===== src/stepper_pkg.sv =====
/*
 * Shared constants, types and table functions for the stepper indexer and
 * the PWM current chopper.
 * Assumes a single 25 MHz system clock and synchronous control inputs.
 */
package stepper_pkg;

  ////////////////////////////////////////////////////////////////////////////
  // Timing.
  localparam int CLK_FREQ_HZ = 25000000; // System clock rate.
  localparam int CLK_PERIOD_PS = 40000; // System clock period.
  localparam int PWM_FREQ_HZ = 50000; // Chopping frequency.
  localparam int BLANK_TIME_PS = 3750000; // Blanking time, 3.75 us.
  localparam int PWM_PERIOD_CYC = CLK_FREQ_HZ / PWM_FREQ_HZ;
  // A least time, so it rounds up to whole cycles.
  localparam int BLANK_CYC = (BLANK_TIME_PS + CLK_PERIOD_PS - 1) / CLK_PERIOD_PS;
  localparam int MIX_PCT = 75; // Point in the period where mixed turns slow.
  localparam int MIX_POINT_CYC = PWM_PERIOD_CYC * MIX_PCT / 100;
  localparam int SENSE_GAIN = 5; // Sense amplifier gain.

  ////////////////////////////////////////////////////////////////////////////
  // Indexer.
  localparam logic [6:0] POS_HOME = 7'h10; // 45 degrees.
  localparam logic [6:0] FULL_OFFSET = 7'h10; // Full step sits on 45 deg.
  localparam logic [6:0] PCT_FULL = 7'h64; // 100 percent.
  localparam logic [2:0] RES_FULL = 3'h0;
  localparam logic [2:0] RES_HALF = 3'h1;
  localparam logic [2:0] RES_QUARTER = 3'h2;
  localparam logic [2:0] RES_EIGHTH = 3'h3;
  localparam logic [2:0] RES_SIXTEENTH = 3'h4;

  typedef enum logic [1:0] {DECAY_SLOW, DECAY_MIXED, DECAY_FAST} decay_mode_t;

  // Signed winding percentage in sign-magnitude form.
  typedef struct packed {
    logic neg;
    logic [6:0] mag;
  } winding_pct_t;

  // Quarter-wave cosine magnitude, index 0..32 is 0..90 degrees.
  function automatic logic [6:0] cos_mag(input logic [5:0] idx);
    logic [6:0] m;
    m = 7'h00;
    case (idx)
      6'h00, 6'h01, 6'h02: m = 7'h64;
      6'h03: m = 7'h63;
      6'h04: m = 7'h62;
      6'h05: m = 7'h61;
      6'h06: m = 7'h60;
      6'h07: m = 7'h5E;
      6'h08: m = 7'h5C;
      6'h09: m = 7'h5A;
      6'h0A: m = 7'h58;
      6'h0B: m = 7'h56;
      6'h0C: m = 7'h53;
      6'h0D: m = 7'h50;
      6'h0E: m = 7'h4D;
      6'h0F: m = 7'h4A;
      6'h10: m = 7'h47;
      6'h11: m = 7'h43;
      6'h12: m = 7'h3F;
      6'h13: m = 7'h3C;
      6'h14: m = 7'h38;
      6'h15: m = 7'h33;
      6'h16: m = 7'h2F;
      6'h17: m = 7'h2B;
      6'h18: m = 7'h26;
      6'h19: m = 7'h22;
      6'h1A: m = 7'h1D;
      6'h1B: m = 7'h18;
      6'h1C: m = 7'h14;
      6'h1D: m = 7'h0F;
      6'h1E: m = 7'h0A;
      6'h1F: m = 7'h05;
      default: m = 7'h00;
    endcase
    return m;
  endfunction

  // Winding A percentage at a position; winding B uses position minus 32.
  function automatic winding_pct_t pos_to_pct(input logic [6:0] pos);
    winding_pct_t r;
    logic [5:0] fold;
    fold = pos[5:0];
    r.mag = (fold <= 6'h20) ? cos_mag(fold) : cos_mag(6'h20 - (fold - 6'h20));
    r.neg = (pos > 7'h20) && (pos < 7'h60);
    return r;
  endfunction

endpackage


===== src/chop_timing_if.sv =====
/*
 * Carries the shared PWM period timing from the period timer to the two
 * winding choppers.
 * Assumes every party runs on the system clock.
 */
interface chop_timing_if;
  logic period_start; // One-cycle pulse at the start of each PWM period.
  logic mix_late; // Level, high from the mixed-decay switch point to period end.
  modport source (output period_start, output mix_late);
  modport sink (input period_start, input mix_late);
endinterface


===== src/pwm_period_timer.sv =====
/*
 * Free-running PWM period counter shared by both windings.
 * Assumes the system clock; the period is fixed and never restarts.
 */
module pwm_period_timer
  import stepper_pkg::*;
(
  input wire logic i_clk_sys,
  input wire logic i_rst_n,
  chop_timing_if.source timing
);

  typedef struct packed {
    logic [9:0] cnt; // Cycle within the period.
    logic start; // Period start pulse.
    logic late; // Past the mixed-decay switch point.
  } timer_state_t;

  timer_state_t state_ff;
  timer_state_t nxt_state;

  ////////////////////////////////////////////////////////////////////////////
  // Count out the fixed period and flag its start and its late part.
  always_comb begin
    nxt_state = state_ff;
    nxt_state.start = 1'b0;
    if (state_ff.cnt == 10'(PWM_PERIOD_CYC - 1)) begin
      nxt_state.cnt = 10'h000;
      nxt_state.start = 1'b1;
    end else begin
      nxt_state.cnt = state_ff.cnt + 10'h001;
    end
    nxt_state.late = (nxt_state.cnt >= 10'(MIX_POINT_CYC));
  end

  // Register the timer state.
  always_ff @(posedge i_clk_sys or negedge i_rst_n) begin
    if (!i_rst_n) begin
      state_ff <= '0;
    end else begin
      state_ff <= nxt_state;
    end
  end

  assign timing.period_start = state_ff.start;
  assign timing.mix_late = state_ff.late;

endmodule


===== src/winding_chopper.sv =====
/*
 * Current chopper for one H-bridge winding: drive, blanking, decay choice.
 * Assumes a digitised sense value that reads the current's magnitude in
 * either bridge direction, and a reference already scaled by the indexer.
 */
module winding_chopper
  import stepper_pkg::*;
#(
  parameter int SENSE_W = 10,
  parameter int REF_W = 10,
  parameter logic [SENSE_W-1:0] ZERO_LEVEL = '0 // Sense level taken as zero.
) (
  input wire logic i_clk_sys,
  input wire logic i_rst_n,
  chop_timing_if.sink timing,
  input wire logic [SENSE_W-1:0] i_sense,
  input wire logic [REF_W-1:0] i_ref_scaled,
  input wire logic i_neg,
  input wire logic i_decreasing,
  input wire decay_mode_t i_decay,
  output logic [3:0] o_gates // pos_hi, pos_lo, neg_hi, neg_lo.
);

  typedef enum logic [1:0] {PH_OFF, PH_DRIVE, PH_FAST, PH_SLOW} phase_t;

  typedef struct packed {
    phase_t phase;
    logic [6:0] blank; // Remaining blanking cycles.
    logic [3:0] gates;
  } chop_state_t;

  chop_state_t state_ff;
  chop_state_t nxt_state;
  logic trip; // Amplified sense has reached the reference.
  logic near_zero; // Decaying current has run down.
  logic [SENSE_W+2:0] amp; // Sense times the gain.

  assign amp = (SENSE_W + 3)'(i_sense) * (SENSE_W + 3)'(SENSE_GAIN);
  assign trip = amp >= (SENSE_W + 3)'(i_ref_scaled);
  assign near_zero = i_sense <= ZERO_LEVEL;

  ////////////////////////////////////////////////////////////////////////////
  // Phase sequencing within each PWM period.
  always_comb begin
    nxt_state = state_ff;
    if (timing.period_start) begin
      nxt_state.phase = PH_DRIVE;
      nxt_state.blank = 7'(BLANK_CYC);
    end else begin
      unique case (state_ff.phase)
        PH_DRIVE: begin
          if (state_ff.blank != 7'h00) begin
            // The comparator is not looked at, so on-time has a floor.
            nxt_state.blank = state_ff.blank - 7'h01;
          end else if (trip) begin
            // Off until the next period start.
            if (i_decay == DECAY_FAST) begin
              nxt_state.phase = PH_FAST;
            end else if (i_decay == DECAY_SLOW) begin
              nxt_state.phase = PH_SLOW;
            end else if (i_decreasing && !timing.mix_late) begin
              nxt_state.phase = PH_FAST;
            end else begin
              nxt_state.phase = PH_SLOW;
            end
          end
        end
        PH_FAST: begin
          if (near_zero) begin
            nxt_state.phase = PH_OFF;
          end else if (i_decay == DECAY_MIXED && timing.mix_late) begin
            nxt_state.phase = PH_SLOW;
          end
        end
        PH_SLOW, PH_OFF: begin
          nxt_state.phase = state_ff.phase;
        end
      endcase
    end
    // Gates follow the phase, mirrored for negative current.
    unique case (nxt_state.phase)
      PH_DRIVE: nxt_state.gates = i_neg ? 4'h6 : 4'h9;
      PH_FAST: nxt_state.gates = i_neg ? 4'h9 : 4'h6;
      PH_SLOW: nxt_state.gates = 4'h5;
      PH_OFF: nxt_state.gates = 4'h0;
    endcase
  end

  // Register the chopper state; the bridge is off during reset.
  always_ff @(posedge i_clk_sys or negedge i_rst_n) begin
    if (!i_rst_n) begin
      state_ff <= '{phase: PH_OFF, blank: 7'h00, gates: 4'h0};
    end else begin
      state_ff <= nxt_state;
    end
  end

  assign o_gates = state_ff.gates;

endmodule


===== src/stepper_indexer_current_chopper.sv =====
/*
 * Microstepping indexer and two-winding PWM current chopper for a bipolar
 * stepper bridge. Step, direction and resolution drive a 128-entry
 * position counter; each winding's reference is scaled by its table
 * percentage and handed to a chopper that controls four bridge gates.
 * Assumes all inputs are synchronous to i_clk_sys, the sense and reference
 * levels are digitised elsewhere, and the decay pin's three levels come
 * from two threshold comparators outside this block.
 */
module stepper_indexer_current_chopper
  import stepper_pkg::*;
#(
  parameter int SENSE_W = 10, // Width of the digitised sense levels.
  parameter int REF_W = 10 // Width of the digitised reference levels.
) (
  input wire logic i_clk_sys,
  input wire logic i_rst_n,
  input wire logic i_step,
  input wire logic i_dir,
  input wire logic i_indexer_reset_n,
  input wire logic [2:0] i_step_resolution_select,
  input wire logic i_decay_pin_high,
  input wire logic i_decay_pin_low,
  input wire logic [SENSE_W-1:0] i_winding_sense_in_a,
  input wire logic [SENSE_W-1:0] i_winding_sense_in_b,
  input wire logic [REF_W-1:0] i_winding_reference_level_a,
  input wire logic [REF_W-1:0] i_winding_reference_level_b,
  output logic [1:0] o_winding_out_pos_hi,
  output logic [1:0] o_winding_out_pos_lo,
  output logic [1:0] o_winding_out_neg_hi,
  output logic [1:0] o_winding_out_neg_lo,
  output logic [6:0] o_position,
  output logic o_at_home
);

  ////////////////////////////////////////////////////////////////////////////
  // State of the indexer.

  // All indexer state in one register.
  typedef struct packed {
    logic step_prev; // Step level one cycle ago, for edge finding.
    logic [6:0] pos; // Electrical position, 128 per cycle.
    logic at_home; // Position equals the home state.
    logic [1:0] decr; // Per winding, commanded magnitude fell at last step.
    logic [1:0] neg; // Per winding, negative current.
    logic [REF_W-1:0] ref_a; // Scaled reference, winding A.
    logic [REF_W-1:0] ref_b; // Scaled reference, winding B.
    decay_mode_t decay; // Decoded decay mode.
  } index_state_t;

  index_state_t state_ff; // Registered indexer state.
  index_state_t nxt_state; // Next indexer state.

  logic step_rise; // Rising edge of the step input.
  logic [6:0] inc; // Position increment for the selected resolution.
  logic [6:0] offset; // Origin of the valid-state grid.
  logic [6:0] rel; // Position relative to the grid origin.
  logic [6:0] rel_floor; // Relative position rounded down to the grid.
  logic [6:0] pos_step; // Position after a step.
  logic [6:0] pos_nxt; // Position after this clock edge, indexer reset applied.
  winding_pct_t pct_a_now; // Winding A at the current position.
  winding_pct_t pct_b_now; // Winding B at the current position.
  winding_pct_t pct_a_nxt; // Winding A at the next position.
  winding_pct_t pct_b_nxt; // Winding B at the next position.
  logic [REF_W+6:0] prod_a; // Reference times percentage, winding A.
  logic [REF_W+6:0] prod_b; // Reference times percentage, winding B.
  logic [3:0] gates_a; // Bridge gates from chopper A.
  logic [3:0] gates_b; // Bridge gates from chopper B.

  ////////////////////////////////////////////////////////////////////////////
  // Resolution decode.

  // Each resolution steps by 128 over four times its microsteps per step,
  // and full step keeps to the 45-degree grid where both windings are 71%.
  always_comb begin
    offset = 7'h00;
    unique case (i_step_resolution_select)
      RES_FULL: begin
        inc = 7'h20;
        offset = FULL_OFFSET;
      end
      RES_HALF: inc = 7'h10;
      RES_QUARTER: inc = 7'h08;
      RES_EIGHTH: inc = 7'h04;
      RES_SIXTEENTH: inc = 7'h02;
      default: inc = 7'h01; // The three top codes all mean 1/32 step.
    endcase
  end

  ////////////////////////////////////////////////////////////////////////////
  // Next position.

  // Snapping to the grid before stepping means a resolution change never
  // leaves the indexer between valid states of the new setting.
  always_comb begin
    rel = state_ff.pos - offset;
    rel_floor = rel & ~(inc - 7'h01);
    if (i_dir) begin
      // Forward: next grid point above the floor.
      pos_step = rel_floor + inc + offset;
    end else if (rel_floor != rel) begin
      // Reverse from off-grid: the floor is the next valid state.
      pos_step = rel_floor + offset;
    end else begin
      // Reverse from on-grid: one grid step back, wrapping at 128.
      pos_step = rel_floor - inc + offset;
    end
  end

  // Kept apart from the state update, so that the table lookups see the
  // next position without a loop back through the state struct.
  always_comb begin
    pos_nxt = state_ff.pos;
    if (!i_indexer_reset_n) begin
      // Indexer reset wins over a step edge in the same cycle.
      pos_nxt = POS_HOME;
    end else if (step_rise) begin
      pos_nxt = pos_step;
    end
  end

  ////////////////////////////////////////////////////////////////////////////
  // Table lookups.

  // Winding B lags winding A by a quarter cycle, 32 positions.
  always_comb begin
    pct_a_now = pos_to_pct(state_ff.pos);
    pct_b_now = pos_to_pct(state_ff.pos - 7'h20);
    pct_a_nxt = pos_to_pct(pos_nxt);
    pct_b_nxt = pos_to_pct(pos_nxt - 7'h20);
  end

  // The DAC scaling: reference times percentage over 100.
  always_comb begin
    prod_a = (REF_W + 7)'(i_winding_reference_level_a) * (REF_W + 7)'(pct_a_nxt.mag);
    prod_b = (REF_W + 7)'(i_winding_reference_level_b) * (REF_W + 7)'(pct_b_nxt.mag);
  end

  ////////////////////////////////////////////////////////////////////////////
  // Indexer next state.

  assign step_rise = i_step && !state_ff.step_prev;

  // Step handling, indexer reset, decay decode and reference scaling.
  always_comb begin
    nxt_state = state_ff;
    // Undriven step, direction, reset and resolution pins arrive here as
    // low, so an idle board sits reset at home in full step.
    nxt_state.step_prev = i_step;
    nxt_state.pos = pos_nxt;
    if (!i_indexer_reset_n) begin
      nxt_state.decr = 2'b00;
    end
    // Record whether each commanded magnitude is falling.
    if (pos_nxt != state_ff.pos) begin
      nxt_state.decr[0] = pct_a_nxt.mag < pct_a_now.mag;
      nxt_state.decr[1] = pct_b_nxt.mag < pct_b_now.mag;
    end
    nxt_state.neg[0] = pct_a_nxt.neg;
    nxt_state.neg[1] = pct_b_nxt.neg;
    nxt_state.at_home = (nxt_state.pos == POS_HOME);
    // Scale each reference by its winding's percentage.
    nxt_state.ref_a = REF_W'(prod_a / (REF_W + 7)'(PCT_FULL));
    nxt_state.ref_b = REF_W'(prod_b / (REF_W + 7)'(PCT_FULL));
    // Three-level decay pin; a conflicting pair reads as open.
    if (i_decay_pin_high && !i_decay_pin_low) begin
      nxt_state.decay = DECAY_FAST;
    end else if (i_decay_pin_low && !i_decay_pin_high) begin
      nxt_state.decay = DECAY_SLOW;
    end else begin
      nxt_state.decay = DECAY_MIXED;
    end
  end

  // Register the indexer state. Power-up lands on home.
  always_ff @(posedge i_clk_sys or negedge i_rst_n) begin
    if (!i_rst_n) begin
      state_ff <= '{
        step_prev: 1'b0,
        pos: POS_HOME,
        at_home: 1'b1,
        decr: 2'b00,
        neg: 2'b00,
        ref_a: '0,
        ref_b: '0,
        decay: DECAY_MIXED
      };
    end else begin
      state_ff <= nxt_state;
    end
  end

  ////////////////////////////////////////////////////////////////////////////
  // Chopping.

  // One period timer keeps both windings in phase, so their drive edges
  // coincide; this trades supply ripple for simpler timing.
  chop_timing_if timing ();

  pwm_period_timer u_timer (
    .i_clk_sys(i_clk_sys),
    .i_rst_n(i_rst_n),
    .timing(timing)
  );

  // Winding A chopper.
  winding_chopper #(
    .SENSE_W(SENSE_W),
    .REF_W(REF_W)
  ) u_chop_a (
    .i_clk_sys(i_clk_sys),
    .i_rst_n(i_rst_n),
    .timing(timing),
    .i_sense(i_winding_sense_in_a),
    .i_ref_scaled(state_ff.ref_a),
    .i_neg(state_ff.neg[0]),
    .i_decreasing(state_ff.decr[0]),
    .i_decay(state_ff.decay),
    .o_gates(gates_a)
  );

  // Winding B chopper.
  winding_chopper #(
    .SENSE_W(SENSE_W),
    .REF_W(REF_W)
  ) u_chop_b (
    .i_clk_sys(i_clk_sys),
    .i_rst_n(i_rst_n),
    .timing(timing),
    .i_sense(i_winding_sense_in_b),
    .i_ref_scaled(state_ff.ref_b),
    .i_neg(state_ff.neg[1]),
    .i_decreasing(state_ff.decr[1]),
    .i_decay(state_ff.decay),
    .o_gates(gates_b)
  );

  ////////////////////////////////////////////////////////////////////////////
  // Outputs, each straight from a chopper or indexer flip-flop.

  assign o_winding_out_pos_hi = {gates_b[3], gates_a[3]};
  assign o_winding_out_pos_lo = {gates_b[2], gates_a[2]};
  assign o_winding_out_neg_hi = {gates_b[1], gates_a[1]};
  assign o_winding_out_neg_lo = {gates_b[0], gates_a[0]};
  assign o_position = state_ff.pos;
  assign o_at_home = state_ff.at_home;

endmodule


===== config.mk =====
export PLATFORM = sky130hd
export DESIGN_NAME = stepper_indexer_current_chopper
export DESIGN_NICKNAME = d
export VERILOG_FILES = /design/src/stepper_pkg.sv /design/src/chop_timing_if.sv /design/src/pwm_period_timer.sv /design/src/winding_chopper.sv /design/src/stepper_indexer_current_chopper.sv
export SDC_FILE = /design/constraint.sdc
export NUM_CORES = 1
export LEC_CHECK = 0
export BUFFER_PORTS_ARGS = -buffer_cell sky130_fd_sc_hd__clkbuf_2
export CAP_MARGIN = 5
export CELL_PAD_IN_SITES_DETAIL_PLACEMENT = 1
export CELL_PAD_IN_SITES_GLOBAL_PLACEMENT = 1
export CORE_AREA = 2 2 189 191
export DETAILED_ROUTE_END_ITERATION = 12
export DIE_AREA = 0 0 191 193
export HOLD_SLACK_MARGIN = 0.12
export PLACE_DENSITY_LB_ADDON = 0.2
export SYNTH_ARGS = -nofsm -noshare
export SYNTH_HDL_FRONTEND = slang
export SYNTH_HIERARCHICAL = 1
export SYNTH_SLANG_ARGS = --single-unit

===== constraint.sdc =====
create_clock -name i_clk_sys -period 20.5 [get_ports i_clk_sys]
set_input_delay 1.025 -clock i_clk_sys [delete_from_list [all_inputs] [get_ports i_clk_sys]]
set_output_delay 1.025 -clock i_clk_sys [all_outputs]
set_load 0.005 [all_outputs]

==> flow_metrics.tcl <==
set metrics [dict create \
    hold_depth 1 \
    drive_gt1_share_pct 9.59 \
    cts_setup_buffers 0 \
    grt_pass1_vias 16700 \
    dr.pass1.iters 5 \
    fin_setup_tns_ns 0 \
    nets 2464 \
    portBuffers 65 \
    critPathSlowestCell "o22ai_1" \
    slew_headroom_pct 23.7 \
    required_ns 20.74 \
    yosysUniqueCellTypes 128 \
    worst-path-max-fanout 21 \
    htree_levels 3 \
    coreArea_mm2 0.0350 \
    crit_start "i_step_resolution_select[2]" \
    path_class "in -> reg" \
    finalWeightedCongestion 0.918 \
    dp_hpwl_um 40000 \
    fin_skew_ns 0.0106 \
    rows 69 \
    via_per_inst 6.22 \
    n_fill_cell 4406 \
    drt_iter0_markers 973 \
    yosys.area.top_type "ha_1" \
    rsz0062_at_grt "no" \
    setup_viol 0 \
    clock_sinks 73 \
    startpoint_type "input pin" \
    hold_class "reg -> reg" \
    yosysWarnings 6 \
    cts_repair_resize_count 0 \
    yosysTopAreaCellShare_pct 13.8 \
    cts.clk_slew.worst_paths_ns 0.07 \
    min_period_over_period_pct 87.1 \
    ioPinCount 66 \
    yosysSeqAreaShare_pct 10.9 \
    status "finished clean" \
    wire_per_inst_um 19.5 \
    antenna_found_initial 0 \
    worst_pin_slew_ns 1.14 \
    regArea_mm2 0.00183 \
    ant_nets 0 \
    ctsHoldBuffers 0 \
    async_flop_share_pct 100 \
    syn_avg_cell_area_um2 7.80 \
    routed-via-count 16200 \
    netlist_instances 2159 \
    wl_um 50900 \
    synth_edf_count 0 \
    grt_max_degree 74 \
    drv_slew 0 \
    clk_latency_ns 0.35 \
    grt_overflow_total 0 \
    slowest_delay_ns 0.86 \
    cts_inserted_buffers 9 \
    worst_setup_path_end_kind "flop" \
    hold_violations 0 \
    syn-cell-area_mm2 0.0168 \
    fmax_mhz 56.0 \
    hold_start "u_chop_b/state_ff[5]" \
    die_y_um 193 \
    rr_startpoint "o_position[4]" \
    multiInputGateArea_mm2 0.0138 \
    reg2regPathDepth 52 \
    dieArea_mm2 0.0369 \
    synthToLayoutAreaGrowth_pct 5.07 \
    die_w_um 191 \
    cts_buffer_depth 2 \
    antenna_cells 0 \
    cts_tree "done" \
    synth-seq-cells 73 \
    ys_top_cells_by_area "ha_1 (14%), dfrtp_1 (10%), fa_1 (10%), a21oi_1 (4.2%), nand2_1 (4.1%)" \
    cp_data_arrival_time_ns 18.10 \
    grt_pass1_wl_um 85200 \
    start_util_pct 48.2 \
    yosys_most_used_dff "dfrtp_1" \
    root_buffer "clkbuf_16" \
    maxCapViolCount 0 \
    drc_errors 0 \
    grt_use_total_pct 28.0 \
    synth.net_count 2479 \
    finalCriticalPeriod_ns 17.87 \
]
## layout make-up
| class | count | share of cell area, % |
|---|---|---|
| Multi-Input combinational cell | 1802 | 78.2 |
| Sequential cell | 73 | 10.3 |
| Inverter | 185 | 3.94 |
| Tap cell | 461 | 3.26 |
| Timing Repair Buffer | 73 | 2.19 |
| Clock buffer | 10 | 1.29 |
| Clock inverter | 6 | 0.778 |
## through the flow
stage	area (µm²)	worst slack [ns]	util, %	hold WS, ns	instances
floorplan	16800	5.69	-	0.473	2159
global placement	17300	2.66	49.6	0.490	2594
detailed placement	17300	2.21	49.6	0.511	2594
CTS	17700	2.61	50.6	0.526	2610
global route	17700	1.17	50.6	0.549	2610
finish	17700	2.63	50.6	0.523	2610
## cells by family after synthesis
kind of cell | count (synthesis) | synth area share, %
AND/OR/NAND/NOR | 736 | 22.8
AO/OA/AOI/OAI | 670 | 28.6
buffers and inverters | 284 | 6.98
adder cells (fa/ha/maj) | 276 | 24.2
XOR/XNOR | 88 | 4.58
flip-flops | 73 | 10.9
multiplexers | 31 | 2.05
other | 1 | 0.0223
## worst paths after layout
kind,end,slack [ns]
max,state_ff[2],2.63
max in group asynchronous,u_timer/state_ff[6],19.00
min reg2reg,u_chop_b/state_ff[5],0.52
max reg2reg,state_ff[2],2.89
min,u_chop_b/state_ff[5],0.52
min in group asynchronous,u_chop_a/o_gates[0],0.85
## worst max-delay path: cells and delay by family
kind                       cells  cell delay, ns
and+or+nand+nor               12            2.93
xor gates and xnor gates       3            0.54
muxes                          4            1.99
AOI/OAI and AO/OA             20            7.29
buffers and inverters          6            1.00
adders and majority gates      8            3.27
## flip-flops by register name (all words and copies together) (netlist names)
| signal | flops |
|---|---|
| state_ff | 27 |
| u_chop_b/o_gates | 4 |
| u_chop_b/state_ff | 9 |
| u_chop_a/o_gates | 4 |
| o_at_home | 1 |
| o_position | 7 |
| u_timer/timing.period_start | 1 |
| u_chop_a/state_ff | 9 |
| u_timer/timing.mix_late | 1 |
| u_timer/state_ff | 10 |
## synthesized netlist by cell type (17+ instances only)
library cell	count
o211ai_1	20
ha_1	186
nand3_1	46
inv_1	178
xnor2_1	62
nor2b_1	21
nor4_1	17
a21o_1	34
nor2_1	168
and3_1	20
o22ai_1	28
a211oi_1	42
dfrtp_1	70
clkbuf_1	61
and2_1	97
buf_4	19
nand2_1	185
fa_1	84
o21a_1	26
mux2i_1	21
nor3_1	52
xor2_1	26
a21oi_1	142
o21ai_0	115
a31oi_1	26
nand2b_1	20
## layer usage
metal / GRT usage [%] / share of wire (%) / up-vias
met4: 5.46 / 1.4 / 0
met5: 0 / 0 / -
met2: 48.8 / 49 / 290
li1: - / - / 7804
met3: 2.55 / 3.0 / 60
met1: 37.7 / 47 / 8074
## cells in the final DEF, fill, tap and decap left out, types with 46 or more instances in the layout
| master | netlist | layout |
|---|---|---|
| inv_1 | 178 | 178 |
| nor2_1 | 168 | 168 |
| a21oi_1 | 142 | 142 |
| nand2_1 | 185 | 185 |
| xnor2_1 | 62 | 62 |
| o21ai_0 | 115 | 114 |
| ha_1 | 186 | 186 |
| and2_1 | 97 | 97 |
| clkbuf_2 | 0 | 64 |
| nor3_1 | 52 | 52 |
| nand3_1 | 46 | 46 |
| fa_1 | 84 | 84 |
| dfrtp_1 | 70 | 70 |
Power is left out: the tool's default activity adds up to more than one toggle a clock period on the data nets, which glitch-free logic cannot reach.
